**src/design/adc_ctrl_pkg.sv**
```systemverilog
// constants and types shared by the converter control block
package adc_ctrl_pkg;
    localparam int RES_W = 16;
    localparam int CODE_W = 10;
    localparam logic [9:0] FULL_SCALE = 10'h3FF;
    localparam logic [1:0] REF_INTERNAL = 2'h0;
    localparam logic [4:0] TEMP_CHANNEL = 5'h1E;
    localparam logic [2:0] WIN_OFF = 3'h0;
    localparam logic [2:0] WIN_BELOW = 3'h1;
    localparam logic [2:0] WIN_ABOVE = 3'h2;
    localparam logic [2:0] WIN_INSIDE = 3'h3;
    localparam logic [2:0] WIN_OUTSIDE = 3'h4;
    localparam logic [2:0] ACC_RESERVED = 3'h7;
    localparam logic [7:0] VEC_RESULT_READY = 8'h00;
    localparam logic [7:0] VEC_WINDOW = 8'h02;
    localparam logic [8:0] CONV_CYCLES = 9'h00D;
    localparam logic [8:0] INIT_DLY_STEP = 9'h010;
    localparam int CLK_MHZ = 125;
    localparam int TEMP_SETTLE_US = 32;
    localparam int TEMP_SETTLE_CYC = TEMP_SETTLE_US * CLK_MHZ;
    typedef enum {ST_IDLE, ST_DELAY, ST_CONV} conv_state_e;
endpackage

```
**src/design/window_if.sv**
```systemverilog
// carrier between the sequencer and the window comparator
`timescale 1ns/10ps
interface window_if;
    logic [2:0] mode;
    logic [15:0] result;
    logic [15:0] low;
    logic [15:0] high;
    logic hit;
    modport ctrl (output mode, output result, output low, output high, input hit);
    modport cmp (input mode, input result, input low, input high, output hit);
endinterface

```
**src/design/window_cmp.sv**
```systemverilog
// window comparator: unsigned strict compare against two thresholds
`timescale 1ns/10ps
module window_cmp (
    window_if.cmp win
);
    import adc_ctrl_pkg::*;
    wire below_low = win.result < win.low;
    wire above_high = win.result > win.high;
    wire above_low = win.result > win.low;
    wire below_high = win.result < win.high;
    wire hit_below = (win.mode == WIN_BELOW) && below_low;
    wire hit_above = (win.mode == WIN_ABOVE) && above_high;
    wire hit_inside = (win.mode == WIN_INSIDE) && above_low && below_high;
    wire hit_outside = (win.mode == WIN_OUTSIDE) && (below_low || above_high);
    assign win.hit = hit_below || hit_above || hit_inside || hit_outside;
endmodule

```
**src/design/adc_window_compare_sleep_ctrl.sv**
```systemverilog
// sequencing, accumulation, window check, flags and sleep handling of the converter
`timescale 1ns/10ps
module adc_window_compare_sleep_ctrl (
    // clock and reset
    input wire logic clk_i,
    input wire logic sys_rst_i,
    // configuration
    input wire logic enable_i,
    input wire logic free_run_i,
    input wire logic run_in_standby_i,
    input wire logic resolution_select_i,
    input wire logic [2:0] accumulation_count_i,
    input wire logic [1:0] reference_select_i,
    input wire logic [2:0] prescaler_i,
    input wire logic [2:0] initial_delay_i,
    input wire logic [4:0] sample_length_i,
    input wire logic [4:0] positive_input_select_i,
    input wire logic [2:0] window_compare_mode_i,
    input wire logic [adc_ctrl_pkg::RES_W-1:0] window_low_threshold_i,
    input wire logic [adc_ctrl_pkg::RES_W-1:0] window_high_threshold_i,
    input wire logic start_event_input_enable_i,
    // software commands and interrupt control
    input wire logic start_conversion_write_i,
    input wire logic result_read_i,
    input wire logic result_ready_clear_i,
    input wire logic window_compare_clear_i,
    input wire logic result_ready_int_en_i,
    input wire logic window_compare_int_en_i,
    // sleep controller
    input wire logic standby_i,
    input wire logic power_down_i,
    // analog core and event system, asynchronous
    input wire logic [adc_ctrl_pkg::CODE_W-1:0] sample_code_i,
    input wire logic over_reference_i,
    input wire logic start_event_i,
    // status and results
    output logic start_conversion_bit_o,
    output logic result_ready_flag_o,
    output logic window_compare_flag_o,
    output logic result_valid_o,
    output logic [adc_ctrl_pkg::RES_W-1:0] result_o,
    output logic result_ready_irq_o,
    output logic window_compare_irq_o,
    output logic [7:0] result_ready_vector_o,
    output logic [7:0] window_compare_vector_o,
    // analog and clock control
    output logic internal_ref_select_o,
    output logic temp_sensor_enable_o,
    output logic sample_strobe_o,
    output logic clock_request_o
);
    import adc_ctrl_pkg::*;

    function automatic logic [7:0] presc_top(input logic [2:0] p);
        presc_top = 8'((9'h002 << p) - 9'h001);
    endfunction

    conv_state_e state_reg, state_next;
    logic [7:0] presc_reg;
    logic [8:0] cyc_reg;
    logic [6:0] samp_reg;
    logic [RES_W-1:0] acc_reg;
    logic [RES_W-1:0] result_reg;
    logic conv_bit_reg, rr_flag_reg, win_flag_reg, valid_reg, halted_reg;
    logic ref_int_reg, temp_en_reg, strobe_reg;
    logic [CODE_W-1:0] code_s1, code_s2;
    logic over_s1, over_s2, ev_s1, ev_s2, ev_s3;

    window_if win ();
    window_cmp u_window_cmp (.win(win));

    wire standby_stop = standby_i && !run_in_standby_i;
    wire active = enable_i && !power_down_i && !standby_stop;
    wire busy = state_reg != ST_IDLE;
    wire adc_tick = active && busy && (presc_reg == presc_top(prescaler_i));

    // rising edge of the synchronised event
    wire ev_rise = ev_s2 && !ev_s3;
    wire ev_start = start_event_input_enable_i && ev_rise;
    wire sw_start = start_conversion_write_i && !standby_i;
    wire start = enable_i && !busy && (ev_start || sw_start);

    // reserved count behaves as a single sample
    wire [2:0] acc_code = (accumulation_count_i == ACC_RESERVED) ? 3'h0 : accumulation_count_i;
    wire [6:0] samp_last = 7'((8'h01 << acc_code) - 8'h01);
    // first conversion waits the initial delay
    wire [8:0] dly_last = 9'(initial_delay_i * INIT_DLY_STEP - 9'h001);
    wire [8:0] conv_last = CONV_CYCLES + 9'(sample_length_i) - 9'h001;

    wire [CODE_W-1:0] code_sat = over_s2 ? FULL_SCALE : code_s2;
    wire [RES_W-1:0] sample_val = resolution_select_i ? {8'h00, code_sat[9:2]} : {6'h00, code_sat};
    wire take = (state_reg == ST_CONV) && adc_tick && (cyc_reg == conv_last);
    wire [RES_W-1:0] acc_sum = acc_reg + sample_val;
    wire done = take && (samp_reg == samp_last);
    wire restart = done && free_run_i;

    // only the final accumulated value is compared
    assign win.mode = window_compare_mode_i;
    assign win.result = acc_sum;
    assign win.low = window_low_threshold_i;
    assign win.high = window_high_threshold_i;

    // flags independent of enables; set wins over clear
    wire rr_flag_next = done || (rr_flag_reg && !(result_ready_clear_i || result_read_i));
    wire win_flag_next = (done && win.hit) || (win_flag_reg && !window_compare_clear_i);

    always_comb begin
        state_next = state_reg;
        case (state_reg)
            ST_IDLE: begin
                if (start) begin
                    state_next = (initial_delay_i != 3'h0) ? ST_DELAY : ST_CONV;
                end
            end
            ST_DELAY: begin
                if (adc_tick && cyc_reg == dly_last) begin
                    state_next = ST_CONV;
                end
            end
            ST_CONV: begin
                if (done && !restart) begin
                    state_next = ST_IDLE;
                end
            end
            default: state_next = ST_IDLE;
        endcase
        if (!enable_i) begin
            state_next = ST_IDLE;
        end
    end

    // analog and event pins cross in through two flops
    always_ff @(posedge clk_i) begin
        code_s1 <= sample_code_i;
        code_s2 <= code_s1;
        over_s1 <= over_reference_i;
        over_s2 <= over_s1;
        ev_s1 <= start_event_i;
        ev_s2 <= ev_s1;
        ev_s3 <= ev_s2;
    end

    // prescaler held at zero while idle gives a fixed start delay
    always_ff @(posedge clk_i) begin
        if (sys_rst_i || !busy || adc_tick) begin
            presc_reg <= 8'h00;
        end else if (active) begin
            presc_reg <= presc_reg + 8'h01;
        end
    end

    always_ff @(posedge clk_i) begin
        if (sys_rst_i) begin
            state_reg <= ST_IDLE;
            cyc_reg <= 9'h000;
            samp_reg <= 7'h00;
            acc_reg <= 16'h0000;
        end else begin
            state_reg <= state_next;
            if (start || state_next != state_reg || take) begin
                cyc_reg <= 9'h000;
            end else if (adc_tick) begin
                cyc_reg <= cyc_reg + 9'h001;
            end
            if (start || done) begin
                samp_reg <= 7'h00;
                acc_reg <= 16'h0000;
            end else if (take) begin
                samp_reg <= samp_reg + 7'h01;
                acc_reg <= acc_sum;
            end
        end
    end

    always_ff @(posedge clk_i) begin
        if (sys_rst_i) begin
            conv_bit_reg <= 1'b0;
            rr_flag_reg <= 1'b0;
            win_flag_reg <= 1'b0;
            result_reg <= 16'h0000;
            valid_reg <= 1'b0;
            halted_reg <= 1'b0;
            strobe_reg <= 1'b0;
        end else begin
            // start bit stands for the whole conversion
            conv_bit_reg <= start || (conv_bit_reg && enable_i && !(done && !restart));
            // store result and raise ready flag
            if (done) begin
                result_reg <= acc_sum;
            end
            rr_flag_reg <= rr_flag_next;
            win_flag_reg <= win_flag_next;
            // a conversion frozen by power-down yields a bad result
            if (start || done) begin
                halted_reg <= 1'b0;
            end else if (busy && power_down_i) begin
                halted_reg <= 1'b1;
            end
            if (done) begin
                valid_reg <= !(halted_reg || power_down_i);
            end
            strobe_reg <= take;
        end
    end

    // selections are buffered and only follow the inputs between conversions
    always_ff @(posedge clk_i) begin
        if (sys_rst_i) begin
            ref_int_reg <= 1'b1;
            temp_en_reg <= 1'b0;
        end else if (!busy) begin
            ref_int_reg <= reference_select_i == REF_INTERNAL;
            // temperature channel turns on the sensor
            temp_en_reg <= positive_input_select_i == TEMP_CHANNEL;
        end
    end

    assign start_conversion_bit_o = conv_bit_reg;
    assign result_ready_flag_o = rr_flag_reg;
    assign window_compare_flag_o = win_flag_reg;
    assign result_valid_o = valid_reg;
    assign result_o = result_reg;
    // request while flag and enable both set
    assign result_ready_irq_o = rr_flag_reg && result_ready_int_en_i;
    assign window_compare_irq_o = win_flag_reg && window_compare_int_en_i;
    assign result_ready_vector_o = VEC_RESULT_READY;
    assign window_compare_vector_o = VEC_WINDOW;
    assign internal_ref_select_o = ref_int_reg;
    assign temp_sensor_enable_o = temp_en_reg;
    assign sample_strobe_o = strobe_reg;
    // clock held while the start bit is set in standby, also when the conversion is frozen without run in standby
    assign clock_request_o = standby_i && conv_bit_reg;
endmodule

```
**config.mk**
```make
export PLATFORM = sky130hd
export DESIGN_NAME = adc_window_compare_sleep_ctrl
export DESIGN_NICKNAME = d
export VERILOG_FILES = /design/src/design/adc_ctrl_pkg.sv /design/src/design/window_if.sv /design/src/design/window_cmp.sv /design/src/design/adc_window_compare_sleep_ctrl.sv
export SDC_FILE = /design/constraint.sdc
export NUM_CORES = 1
export LEC_CHECK = 0
export BUFFER_PORTS_ARGS = -buffer_cell sky130_fd_sc_hd__buf_2
export CORE_UTILIZATION = 38
export CTS_CLUSTER_SIZE = 30
export DETAILED_ROUTE_END_ITERATION = 10
export GPL_ROUTABILITY_DRIVEN = 1
export SLEW_MARGIN = 0
export SYNTH_ARGS = -nofsm -noshare
export SYNTH_HDL_FRONTEND = slang
export SYNTH_SLANG_ARGS = --single-unit
```
**constraint.sdc**
```tcl
create_clock -name clk_i -period 14.3 [get_ports clk_i]
set_input_delay 1.43 -clock clk_i [delete_from_list [all_inputs] [get_ports clk_i]]
set_output_delay 1.43 -clock clk_i [all_outputs]
set_load 0.05 [all_outputs]
```
# After elaboration in Yosys (flattened, before gate mapping)
# Index checks and enable logic that the tools add are counted.
# totals
elab_cells	121
output_inout_bits	42
ff_bits	121
input_bits	83
# classes
add_sub_neg	9
n_mux	9
magnitude_cmp	4
eq_ne	14
reduce_logical	62
shift	2
# ops
operator	count
32-bit 2-to-1 mux	4
32-bit case mux with 3 select lines	1
32-bit by 1-bit equality test with 1-bit output (second input constant)	1
32-bit by 2-bit equality test with 1-bit output (second input constant)	1
32-bit by 3-bit equality test with 1-bit output (second input constant)	1
16-bit greater-than comparator	2
32-bit zero test	1
16-bit < comparator	2
32-bit inequality test	1
32-bit nonzero test	1
1-bit logical AND	30
10-bit 2-to-1 mux	2
9-bit equality test	2
16-bit by 10-bit adder with 16-bit output	1
1-bit logical OR	15
1-bit zero test	11
9-bit by 1-bit adder with 9-bit output (second input constant)	1
8-bit by 1-bit adder with 8-bit output (second input constant)	1
8-bit equality test	1
2-bit by 3-bit << shifter with 8-bit output (first input constant)	1
7-bit by 1-bit subtractor with 8-bit output (second input constant)	1
8-bit by 1-bit subtractor with 8-bit output (second input constant)	1
7-bit by 1-bit adder with 7-bit output (second input constant)	1
7-bit equality test	1
other kinds (13)	16

# Depth between registers and ports, before layout
# Gate-level depths: netlist of run 1.
# logic_depth
word_depth	19
depth_mapped	19
ltp_nobuf	19

# Cells and area by module
# Synthesis of run 1 repeated with hierarchy kept, for this count alone.
# unflattened
cells_unflattened	701
hier_area_um2	6253.5
# modules_own_cells
mod	area_each_um2	seq_area_each_um2	cells_per_inst	n_inst
adc_window_compare_sleep_ctrl	5397.7	2422.3	581	1
window_cmp	855.8	0.0	120	1

# Worst setup path before layout of run 1
# OpenSTA, ideal clock, no wires.
# synth_path
path_type	input-to-reg
startpoint	input port resolution_select_i
endpoint	register win_flag_reg (netlist: window_compare_flag_o)
t_arrival_ns	5.307
slack_ns	8.859
path_buffers	1
path_stages	19
path_cell_list	clkbuf_1 a211o_1 ha_1 inv_1 fa_1 nor2b_1 o31ai_1 a21oi_1 o41ai_1 nor2_1 xor2_1 ha_1 nand4_1 or4_1 a21oi_1 nor4b_1 and3_1 o21ai_0 a21oi_1
# synth_between
elab_chain_cells	9
# synth_lines
item	line	rtl
start, declared	adc_window_compare_sleep_ctrl.sv:11	input wire logic resolution_select_i,
10-bit 2-to-1 mux *	adc_window_compare_sleep_ctrl.sv:91	wire [RES_W-1:0] sample_val = resolution_select_i ? {8'h00, code_sat[9:2]} : {6'h00, code_sat};
16-bit by 10-bit adder with 16-bit output *	adc_window_compare_sleep_ctrl.sv:93	wire [RES_W-1:0] acc_sum = acc_reg + sample_val;
net acc_sum[14]	adc_window_compare_sleep_ctrl.sv:93	
16-bit < comparator (tied with other cells)	window_cmp.sv:7	wire below_low = win.result < win.low;
1-bit logical AND, on equally long branches	window_cmp.sv:11, window_cmp.sv:12, window_cmp.sv:13	
1-bit logical OR / 1-bit logical AND (equally long branches)	window_cmp.sv:15, window_cmp.sv:13	
1-bit logical OR	window_cmp.sv:15	assign win.hit = hit_below || hit_above || hit_inside || hit_outside;
1-bit logical OR *	window_cmp.sv:15	
1-bit logical AND *	adc_window_compare_sleep_ctrl.sv:105	wire win_flag_next = (done && win.hit) || (win_flag_reg && !window_compare_clear_i);
1-bit logical OR *	adc_window_compare_sleep_ctrl.sv:105	
end signal, assigned	adc_window_compare_sleep_ctrl.sv:192	win_flag_reg <= win_flag_next;
end, declared	adc_window_compare_sleep_ctrl.sv:64	logic conv_bit_reg, rr_flag_reg, win_flag_reg, valid_reg, halted_reg;
# Mark *: on every way through the listed nets, which the timed path passes. The rest lies on a longest branch.
# A chain may end at the register's enable or synchronous reset.

# Worst setup path after layout of run 1
# Same ends and word-level chain as after synthesis.

==> flow_metrics.env, run 1 <==
export IMPL_drt_iter0_markers=192
export IMPL_fp_dieH_um=129
export IMPL_max_slew_worst_pin_slew_ns=1.02
export IMPL_syn_to_final_growth_pct=22.7
export IMPL_synth_warning_count=0
export IMPL_cts_inserted_buffers=17
export IMPL_syn_inst=695
export IMPL_placed_cell_area_sq_um=6870
export IMPL_slew_headroom_pct=31.6
export IMPL_cts_max_path_buffers=2
export IMPL_worstSetupPathType="in -> reg"
export IMPL_gp_congestion=0.857
export IMPL_fmax_mhz=187
export IMPL_grt_pass1_wl_um=22500
export IMPL_leakage_nw=3.33
export IMPL_route_antenna_remaining_nets=0
export IMPL_routed_via_count=5038
export IMPL_synth_edff_count=0
export IMPL_cts_max_level=4
export IMPL_clock_skew_ns=0.0115
export IMPL_io_pins=125
export IMPL_cap_violations=0
export IMPL_antenna_found_initial=0
export IMPL_drc_errors=0
export IMPL_rsz0062_at_grt="no"
export IMPL_cts_sinks=121
export IMPL_post_cts_buffers=0
export IMPL_grt_use_total_pct=17.5
export IMPL_crit_path_end_kind="flop"
export IMPL_worst_ep_required_time_ns=14.65
export IMPL_portBuffers=108
export IMPL_critPathMaxFanout=18
export IMPL_cts_tree="done"
export IMPL_diodes=0
export IMPL_ys_ff_latch=121
export IMPL_cts_root_buf="clkbuf_16"
export IMPL_viasPerCell=4.77
export IMPL_status="complete, no violations"
export IMPL_critPathLaunchType="primary input"
export IMPL_dieArea_sq_um=16600
export IMPL_row_count=45
export IMPL_largest_reg_flops=32
export IMPL_vdd_drop_max_mv=0.0773
export IMPL_start_util_pct=39.5
export IMPL_fill_cells=1531
export IMPL_grt_overflow=0
export IMPL_detailed_place_hpwl_um=10300
export IMPL_p_per_area_nw_per_um2=115
export IMPL_reg2reg_slack_ns=9.91
export IMPL_synth_distinct_cells=63
export IMPL_worstPathArrival_ns=5.70
export IMPL_drt_wirelength_per_cell_um=12.7
export IMPL_fin_crit_ns=5.35
export IMPL_design_core_area_sq_um=15400
export IMPL_setup_violations=0
export IMPL_async_flop_share_pct=0
export IMPL_clkTransAtPathRegs_ns=0.06
export IMPL_clk_latency_ns=0.41
export IMPL_drt_pass1_iterations=6
export IMPL_fin_area_sq_um=7480
export IMPL_hold_buffers=0
export IMPL_power_w=0.000857
export IMPL_die_w_um=129
export IMPL_grt_pass1_vias=4795
export IMPL_fin_crit_sh_pct=37.4
export IMPL_synthFlopType="dfxtp_1"
export IMPL_syn_area_sq_um=6100
export IMPL_drive_gt1_share_pct=17.8
export IMPL_synth_seq_area_share_pct=39.7
export IMPL_min_path_type="reg -> reg"
export IMPL_hold_viol=0
export IMPL_routed_wl_um=13400
export IMPL_finalNetCount=965
export IMPL_grt_max_degree=27
export IMPL_syn_area_per_cell_sq_um=8.77
export IMPL_slew_violations=0
export IMPL_setup_tns_final_ns=0
export IMPL_ctsResizeCount=0
-- critical path, stage by stage --
cell and delay, ns:
buf_2 0.26, nor2b_1 0.10, a211o_1 0.30, ha_1 0.31, a211oi_1 0.31, o21ai_0 0.23
a221oi_1 0.53, nor3b_1 0.16, xor2_1 0.33, ha_1 0.34, a2111oi_0 0.35, o21ai_0 0.15
a31oi_1 0.19, a21oi_1 0.11, o32ai_1 0.29, o21ai_0 0.12, a21oi_1 0.18
-- synthesized netlist by cell type, drive strengths merged, types with 15 or more instances --
cell,number,area (sq um)
xnor2,33,289
o21ai,15,75.1
nand2,70,263
dfxtp,121,2420
nor2,51,191
nand3,16,80.1
xor2,24,210
ha,49,613
nor3,15,75.1
a21oi,57,289
inv,50,188
nand4,22,138
buf,22,163
-- through the flow --
step	utilization (%)	std cells	setup slack (ns)	hold WS [ns]
final	48.5	1056	8.95	0.320
after global routing	48.5	1056	8.65	0.329
after CTS	48.5	1056	8.99	0.325
after detailed placement	44.5	1024	8.58	0.313
after global placement	44.5	1024	8.76	0.310
after floorplan	-	739	8.86	0.310
-- report_power, final --
group | leakage (nW) | total, W | switching, W | internal (W)
registers | 0.996 | 0.000349 | 0.00000315 | 0.000346
clock network | 0.287 | 0.000437 | 0.000157 | 0.000280
logic | 2.05 | 0.0000712 | 0.0000431 | 0.0000281
-- cell usage in the layout (no fill, tap or decap), types with 5 or more instances in the layout --
master / Yosys / routed
and2_1: 13 / 13
xnor2_1: 33 / 33
nand2_1: 70 / 70
nor2b_1: 14 / 14
dfxtp_1: 121 / 121
a211oi_1: 5 / 5
nor2_1: 51 / 51
buf_2: 4 / 108
nor4_1: 13 / 12
or3_1: 6 / 6
conb_1: 2 / 46
a211o_1: 10 / 10
a21oi_1: 56 / 56
clkbuf_16: 0 / 17
o21a_1: 6 / 6
xor2_1: 24 / 24
and3_1: 7 / 7
mux2i_1: 5 / 5
nand4_1: 22 / 22
inv_1: 50 / 50
nor3_1: 15 / 15
nand3_1: 16 / 16
o21ai_0: 15 / 15
ha_1: 49 / 49
-- routing by layer --
metal	share of wire, %	wire [um]	GRT usage, %
met1	46	6210	21.6
met3	4.9	661	3.91
met4	1.1	144	6.37
met5	0	0	0
met2	48	6410	29.7
-- kinds of logic (layout without fill, tap and decap cells) --
| logic type | after synthesis | in the layout | synth area share [%] |
|---|---|---|---|
| compound gates | 122 | 122 | 12.8 |
| xor+xnor | 57 | 57 | 8.19 |
| fa+ha+maj | 50 | 50 | 10.4 |
| buf+inv | 86 | 192 | 6.63 |
| flops | 121 | 121 | 39.7 |
| mux | 5 | 5 | 0.821 |
| other cells | 2 | 46 | 0.123 |
| simple gates | 252 | 252 | 21.3 |
-- cell type report --
class	instances	area (sq um)	area share, %
clock buffer	19	443	5.92
clock inverter	13	165	2.21
inverter	50	188	2.51
multi-input combinational	532	3440	46.0
sequential	121	2420	32.4
tap	211	264	3.53
timing repair buffer	110	556	7.43
-- worst paths after layout --
kind	from	end	cells past startpoint
setup / recovery	resolution_select_i	window_compare_flag_o$_SDFF_PP0_	17
hold / removal	over_s1$_DFF_P_	over_s2$_DFF_P_	0
setup reg to reg	code_s2[1]$_DFF_P_	window_compare_flag_o$_SDFF_PP0_	16
hold reg to reg	over_s1$_DFF_P_	over_s2$_DFF_P_	0
No activity file was read; power rests on OpenSTA's default activity.
==> run 2: changes to the inputs <==
--- a/config.mk
+++ b/config.mk
@@ -5,6 +5,7 @@
 export SDC_FILE = /design/constraint.sdc
 export NUM_CORES = 1
 export LEC_CHECK = 0
+export ABC_AREA = 1
 export BUFFER_PORTS_ARGS = -buffer_cell sky130_fd_sc_hd__buf_2
 export CORE_UTILIZATION = 38
 export CTS_CLUSTER_SIZE = 30
==> constraint.sdc (replaced) <==
create_clock -name clk_i -period 4.5 [get_ports clk_i]
set_input_delay 0.45 -clock clk_i [delete_from_list [all_inputs] [get_ports clk_i]]
set_output_delay 0.45 -clock clk_i [all_outputs]
set_load 0.05 [all_outputs]
==> run 2 against run 1 <==
  * Via count rose by 14%
  * Combinational power rose to 3.6 times the previous value
  * Power rose to 3.3 times the previous value
  * Critical path depth rose by 6
  * Clock-buffer cell count fell by 1
  * Clock skew fell by 0.00059 ns
==> flow_metrics.env, run 2 <==
export IMPL_drt_wirelength_per_cell_um=11.8
export IMPL_dieArea_sq_um=17900
export IMPL_layout_common_cells="nand2_1, inv_1, dfxtp_1"
export IMPL_grt_pass1_vias=5327
export IMPL_worstPathArrival_ns=4.27
export IMPL_min_path_type="in -> reg"
export IMPL_syn_to_final_growth_pct=21.5
export IMPL_fin_crit_sh_pct=87.3
export IMPL_p_comb_share_pct=9.0
export IMPL_detailed_place_hpwl_um=11800
export IMPL_syn_area_per_cell_sq_um=7.41
export IMPL_synth_distinct_cells=48
export IMPL_synth_top_area_share_pct=36.7
export IMPL_cts_root_buf="clkbuf_16"
export IMPL_synth_most_common_cell="nand2_1"
export IMPL_synth_warning_count=0
export IMPL_status="complete, no violations"
export IMPL_grt_overflow=0
export IMPL_synthFlopType="dfxtp_1"
export IMPL_design_core_area_sq_um=16800
export IMPL_fin_area_sq_um=8020
export IMPL_clock_skew_ns=0.0109
export IMPL_drt_iter0_markers=271
export IMPL_row_count=47
export IMPL_routed_via_count=5744
export IMPL_post_cts_buffers=0
export IMPL_ys_ff_latch=121
export IMPL_final_common_cell="nand2_1"
export IMPL_placed_cell_area_sq_um=7380
export IMPL_async_flop_share_pct=0
export IMPL_largest_reg_flops=32
export IMPL_hold_viol=0
export IMPL_gp_congestion=0.825
export IMPL_drc_errors=0
export IMPL_cts_tree="done"
export IMPL_fin_cells=1266
export IMPL_drt_pass1_iterations=5
export IMPL_cts_sinks=121
export IMPL_vdd_drop_max_mv=0.290
export IMPL_io_pins=125
export IMPL_cap_violations=0
export IMPL_setup_tns_final_ns=0
export IMPL_grt_use_total_pct=17.7
export IMPL_critPathLaunchType="flop"
export IMPL_cell_internal_pwr_w=0.00213
export IMPL_viasPerCell=4.54
export IMPL_p_per_area_nw_per_um2=352
export IMPL_synth_area_leaders="dfxtp_1, nand2_1, ha_1, inv_1, nor2_1"
export IMPL_fp_dieH_um=134
export IMPL_rsz0062_at_grt="no"
export IMPL_worst_ep_required_time_ns=4.84
export IMPL_start_util_pct=39.4
export IMPL_critPathMaxFanout=9
export IMPL_antenna_found_initial=0
export IMPL_crit_path_end_kind="flop"
export IMPL_diodes=0
export IMPL_grt_max_degree=29
export IMPL_route_antenna_remaining_nets=0
export IMPL_syn_inst=891
export IMPL_clkTransAtPathRegs_ns=0.06
export IMPL_leakage_nw=3.96
export IMPL_yosysTopAreaCell="dfxtp_1"
export IMPL_slew_violations=0
export IMPL_synth_seq_area_share_pct=36.7
export IMPL_drive_gt1_share_pct=18.4
export IMPL_synth_edff_count=0
export IMPL_pwr_share_seq_pct=39.2
export IMPL_cts_max_path_buffers=2
export IMPL_fin_crit_ns=3.93
export IMPL_max_slew_worst_pin_slew_ns=0.644
export IMPL_clk_latency_ns=0.42
export IMPL_place_inst=1234
export IMPL_hold_buffers=0
export IMPL_die_w_um=134
export IMPL_setup_violations=0
export IMPL_yosys_top_cells_count="nand2_1, inv_1, dfxtp_1, nor2_1, a21oi_1"
export IMPL_cts_inserted_buffers=17
export IMPL_finalNetCount=1166
export IMPL_clockPowerShare_pct=51.8
export IMPL_worstSetupPathType="reg -> reg"
export IMPL_ctsResizeCount=0
export IMPL_power_switching_w=0.000694
export IMPL_fmax_mhz=254
export IMPL_routed_wl_um=15000
export IMPL_grt_pass1_wl_um=25000
export IMPL_portBuffers=108
export IMPL_syn_area_sq_um=6600
export IMPL_fill_cells=1700
export IMPL_cts_max_level=4
export IMPL_slew_headroom_pct=57.0
export IMPL_switching_share_pct=24.6
-- run 2: layout make-up --
class                   instances  area [sq um]  share of cell area (%)
clock buffers                  18           429                    5.35
repair buffers                111           563                    7.02
well taps                     220           275                    3.43
flip-flops and latches        121          2420                    30.2
clock inverters                14           210                    2.62
inverters                     143           539                    6.72
multi-input cells             639          3580                    44.7
-- run 2: critical path, stage by stage, from the launching register on --
cell and delay, ns:
dfxtp_1 0.39, or2_2 0.35, o21ai_0 0.17, inv_1 0.06
ha_1 0.37, a21oi_1 0.25, nand2_1 0.15, nand3_1 0.10
nand3_1 0.11, nand2_1 0.11, nor2_1 0.05, xor2_1 0.28
inv_1 0.11, ha_1 0.30, a21oi_1 0.15, o21ai_0 0.11
a21oi_1 0.13, nand2_1 0.09, or2_2 0.27, nand2_1 0.06
nor2_1 0.04, nand2_1 0.05, nand2_1 0.05, a21oi_1 0.11
-- run 2: logic make-up (layout without fill, tap and decap cells) --
| group | Yosys count | in the layout | share of synthesized area [%] |
|---|---|---|---|
| buf+inv | 175 | 286 | 11.6 |
| mux | 1 | 1 | 0.152 |
| simple gates | 386 | 386 | 26.8 |
| xor+xnor | 36 | 36 | 4.77 |
| flops | 121 | 121 | 36.7 |
| fa+ha+maj | 50 | 50 | 9.59 |
| compound gates | 120 | 120 | 10.3 |
| other cells | 2 | 46 | 0.114 |
-- run 2: power groups by stage --
stage	logic [W]	registers, W	clock network [W]
after floorplan	0.000191	0.00113	0
after global placement	0.000253	0.00113	0
after detailed placement	0.000254	0.00113	0
after CTS	0.000256	0.00111	0.00150
after global routing	0.000292	0.00111	0.00155
final	0.000255	0.00111	0.00146
-- run 2: path summary, 6_finish.rpt --
| path | startpoint | to | slack, ns | depth (start not counted) |
|---|---|---|---|---|
| min reg2reg | code_s1[6]$_DFF_P_ | code_s2[6]$_DFF_P_ | 0.32 | 0 |
| min | start_event_i | ev_s1$_DFF_P_ | 0.13 | 1 |
| max | over_s2$_DFF_P_ | window_compare_flag_o$_SDFF_PP0_ | 0.57 | 23 |
| max reg2reg | over_s2$_DFF_P_ | window_compare_flag_o$_SDFF_PP0_ | 0.57 | 23 |
-- run 2: layer usage --
layer | wire length [um] | vias to the layer above | global-route usage (%) | share of wire (%)
li1 | - | 3082 | - | -
met1 | 7160 | 2507 | 22.6 | 48
met2 | 7000 | 146 | 29.5 | 47
met3 | 693 | 9 | 3.78 | 4.6
met4 | 116 | 0 | 5.93 | 0.77
met5 | 0 | - | 0 | 0
-- run 2: through the flow --
stage	total power [W]	util (%)	setup WS, ns	hold WS (ns)
floorplan	0.00132	-	1.02	0.310
global placement	0.00138	44.0	0.528	0.311
detailed placement	0.00139	44.0	0.436	0.312
CTS	0.00286	47.9	0.561	0.112
global route	0.00295	47.9	0.208	0.107
finish	0.00283	47.9	0.570	0.129
==> run 3: changes to the inputs <==
--- a/config.mk
+++ b/config.mk
@@ -7,11 +7,14 @@
 export LEC_CHECK = 0
 export ABC_AREA = 1
 export BUFFER_PORTS_ARGS = -buffer_cell sky130_fd_sc_hd__buf_2
-export CORE_UTILIZATION = 38
+export CAP_MARGIN = 20
+export CORE_UTILIZATION = 51
 export CTS_CLUSTER_SIZE = 30
 export DETAILED_ROUTE_END_ITERATION = 10
 export GPL_ROUTABILITY_DRIVEN = 1
+export PLACE_DENSITY = 0.77
 export SLEW_MARGIN = 0
 export SYNTH_ARGS = -nofsm -noshare
 export SYNTH_HDL_FRONTEND = slang
+export SYNTH_HIERARCHICAL = 1
 export SYNTH_SLANG_ARGS = --single-unit
==> run 3 against run 2 <==
  * Critical endpoint unchanged
  * Maximum frequency rose by 6.7%
  * Combinational power barely moved
  * Cell area fell by 1.5%
  * Highest routed layer unchanged
  * Core utilization rose by 15 points
  * Critical path depth fell by 2
  * Worst hold slack barely moved
  * Sequential power barely moved
  * Clock power fell by 12%
==> flow_metrics.env, run 3 <==
export IMPL_slew_headroom_pct=63.7
export IMPL_cts_tree="done"
export IMPL_diodes=0
export IMPL_async_flop_share_pct=0
export IMPL_drive_gt1_share_pct=17.8
export IMPL_synth_seq_area_share_pct=36.6
export IMPL_leakage_nw=4.10
export IMPL_route_antenna_remaining_nets=0
export IMPL_post_cts_buffers=0
export IMPL_clock_skew_ns=0.00582
export IMPL_drt_wirelength_per_cell_um=11.4
export IMPL_worst_ep_required_time_ns=4.79
export IMPL_crit_buf_inv=2
export IMPL_routed_top_layer="met4"
export IMPL_fill_cells=1175
export IMPL_synth_edff_count=0
export IMPL_fp_dieH_um=116
export IMPL_grt_overflow=0
export IMPL_synth_most_common_cell="nand2_1"
export IMPL_crit_path_end_kind="flop"
export IMPL_syn_to_final_growth_pct=19.5
export IMPL_dr_wl_met2_um=6480
export IMPL_routed_via_count=5803
export IMPL_placed_cell_area_sq_um=7330
export IMPL_worstSetupPathType="reg -> reg"
export IMPL_syn_area_per_cell_sq_um=7.36
export IMPL_drt_pass1_iterations=5
export IMPL_drc_errors=0
export IMPL_routed_wl_um=13900
export IMPL_fin_crit_ns=3.68
export IMPL_path_cells="or2_2 > o21ai_0 > inv_1 > ha_1 > nand2_1 > inv_1 > a21oi_1 > o211ai_1 > nand3_1 > xnor2_1 > ha_1 > a21oi_1 > o21ai_1 > nor2_1 > nand2_1 > nand2_1 > nand2_1 > nand2_1 > nand3_2 > nand2_1 > a21oi_1"
export IMPL_row_count=41
export IMPL_die_w_um=116
export IMPL_critPathLaunchType="flop"
export IMPL_fmax_mhz=271
export IMPL_ctsResizeCount=0
export IMPL_cts_max_path_buffers=2
export IMPL_start_util_pct=52.4
export IMPL_setup_tns_final_ns=0
export IMPL_wl_met3_um=668
export IMPL_design_core_area_sq_um=12600
export IMPL_syn_area_sq_um=6610
export IMPL_cts_max_level=4
export IMPL_synth_top_area_share_pct=36.6
export IMPL_vdd_drop_max_mv=0.276
export IMPL_grt_pass1_wl_um=23100
export IMPL_drt_iter0_markers=199
export IMPL_grt_max_degree=25
export IMPL_rsz0062_at_grt="no"
export IMPL_layout_common_cells="nand2_1, inv_1, dfxtp_1"
export IMPL_detailed_place_hpwl_um=10700
export IMPL_path_delay_family="simple AND/OR/NAND/NOR gates"
export IMPL_yosys_top_cells_count="nand2_1, inv_1, dfxtp_1, nor2_1, a21oi_1"
export IMPL_hold_buffers=0
export IMPL_io_pins=125
export IMPL_fin_area_sq_um=7900
export IMPL_slew_violations=0
export IMPL_grt_use_total_pct=22.1
export IMPL_status="complete, no violations"
export IMPL_slowest_delay_ns=0.38
export IMPL_cts_inserted_buffers=17
export IMPL_synth_area_leaders="dfxtp_1, nand2_1, ha_1, inv_1, nor2_1"
export IMPL_cts_sinks=121
export IMPL_setup_violations=0
export IMPL_dieArea_sq_um=13400
export IMPL_cts_root_buf="clkbuf_16"
export IMPL_cap_violations=0
export IMPL_slowest_stage="ha_1"
export IMPL_final_common_cell="nand2_1"
export IMPL_worstPathArrival_ns=3.98
export IMPL_gp_congestion=0.864
export IMPL_clk_latency_ns=0.42
export IMPL_antenna_found_initial=0
export IMPL_ys_ff_latch=121
export IMPL_max_slew_worst_pin_slew_ns=0.540
export IMPL_clkTransAtPathRegs_ns=0.06
export IMPL_hold_viol=0
export IMPL_crit_top_cell="nand2_1"
export IMPL_synth_warning_count=6
export IMPL_yosysTopAreaCell="dfxtp_1"
export IMPL_wl_met1_um=6590
export IMPL_finalNetCount=1175
export IMPL_critPathMaxFanout=7
export IMPL_grt_pass1_vias=5281
export IMPL_viasPerCell=4.73
export IMPL_largest_reg_flops=32
export IMPL_portBuffers=108
export IMPL_synth_distinct_cells=49
export IMPL_min_path_type="in -> reg"
export IMPL_p_per_area_nw_per_um2=336
export IMPL_synthFlopType="dfxtp_1"
export IMPL_syn_inst=899
export IMPL_fin_crit_sh_pct=81.9
-- run 3: routing by layer --
| layer | vias up | track usage, % |
|---|---|---|
| li1 | 3075 | - |
| met1 | 2552 | 27.8 |
| met3 | 20 | 5.02 |
| met4 | 0 | 8.46 |
| met5 | - | 0 |
| met2 | 156 | 36.9 |
-- run 3: worst register-to-register path, cell delays in order (launching register included) --
cell,delay [ns]
dfxtp_1,0.36
or2_2,0.32
o21ai_0,0.16
inv_1,0.07
ha_1,0.38
nand2_1,0.12
inv_1,0.07
a21oi_1,0.08
o211ai_1,0.33
nand3_1,0.15
xnor2_1,0.37
ha_1,0.33
a21oi_1,0.16
o21ai_1,0.08
nor2_1,0.15
nand2_1,0.08
nand2_1,0.06
nand2_1,0.05
nand2_1,0.06
nand3_2,0.06
nand2_1,0.06
a21oi_1,0.06
-- run 3: logic make-up after synthesis --
| kind of cell | Yosys count | share of synthesized area [%] |
|---|---|---|
| compound gates | 117 | 9.89 |
| xor+xnor | 41 | 5.54 |
| fa+ha+maj | 50 | 9.57 |
| buf+inv | 179 | 11.7 |
| flops | 121 | 36.6 |
| mux | 1 | 0.151 |
| other cells | 2 | 0.114 |
| simple gates | 388 | 26.4 |
-- run 3: area by class of cell --
class	instances	area (sq um)	share of cell area, %
Clock buffer	18	429	5.43
Clock inverter	14	138	1.74
Inverter	151	571	7.22
Multi-Input combinational cell	643	3590	45.4
Sequential cell	121	2420	30.7
Tap cell	172	215	2.72
Timing Repair Buffer	108	541	6.84
-- run 3: final timing paths --
| kind | slack, ns | start | to | cells after the start |
|---|---|---|---|---|
| min | 0.13 | start_event_i | ev_s1$_DFF_P_ | 1 |
| min reg2reg | 0.33 | code_s1[2]$_DFF_P_ | code_s2[2]$_DFF_P_ | 0 |
| max reg2reg | 0.82 | over_s2$_DFF_P_ | window_compare_flag_o$_SDFF_PP0_ | 21 |
| max | 0.82 | over_s2$_DFF_P_ | window_compare_flag_o$_SDFF_PP0_ | 21 |
-- run 3: power breakdown --
part | internal [W] | switching (W) | total [W]
combinational | 0.0000904 | 0.000165 | 0.000256
clock | 0.000771 | 0.000524 | 0.00129
sequential | 0.00110 | 0.00000771 | 0.00111
total | 0.00196 | 0.000696 | 0.00266
-- run 3: metrics by stage --
stage / power, W / hold WS [ns] / setup WS (ns) / util (%) / instances
detailed placement: 0.00138 / 0.312 / 0.653 / 58.1 / 1195
finish: 0.00266 / 0.129 / 0.815 / 62.6 / 1227
CTS: 0.00267 / 0.120 / 0.819 / 62.6 / 1227
floorplan: 0.00132 / 0.310 / 1.17 / - / 943
global route: 0.00277 / 0.112 / 0.249 / 62.6 / 1227
global placement: 0.00138 / 0.311 / 0.775 / 58.1 / 1195
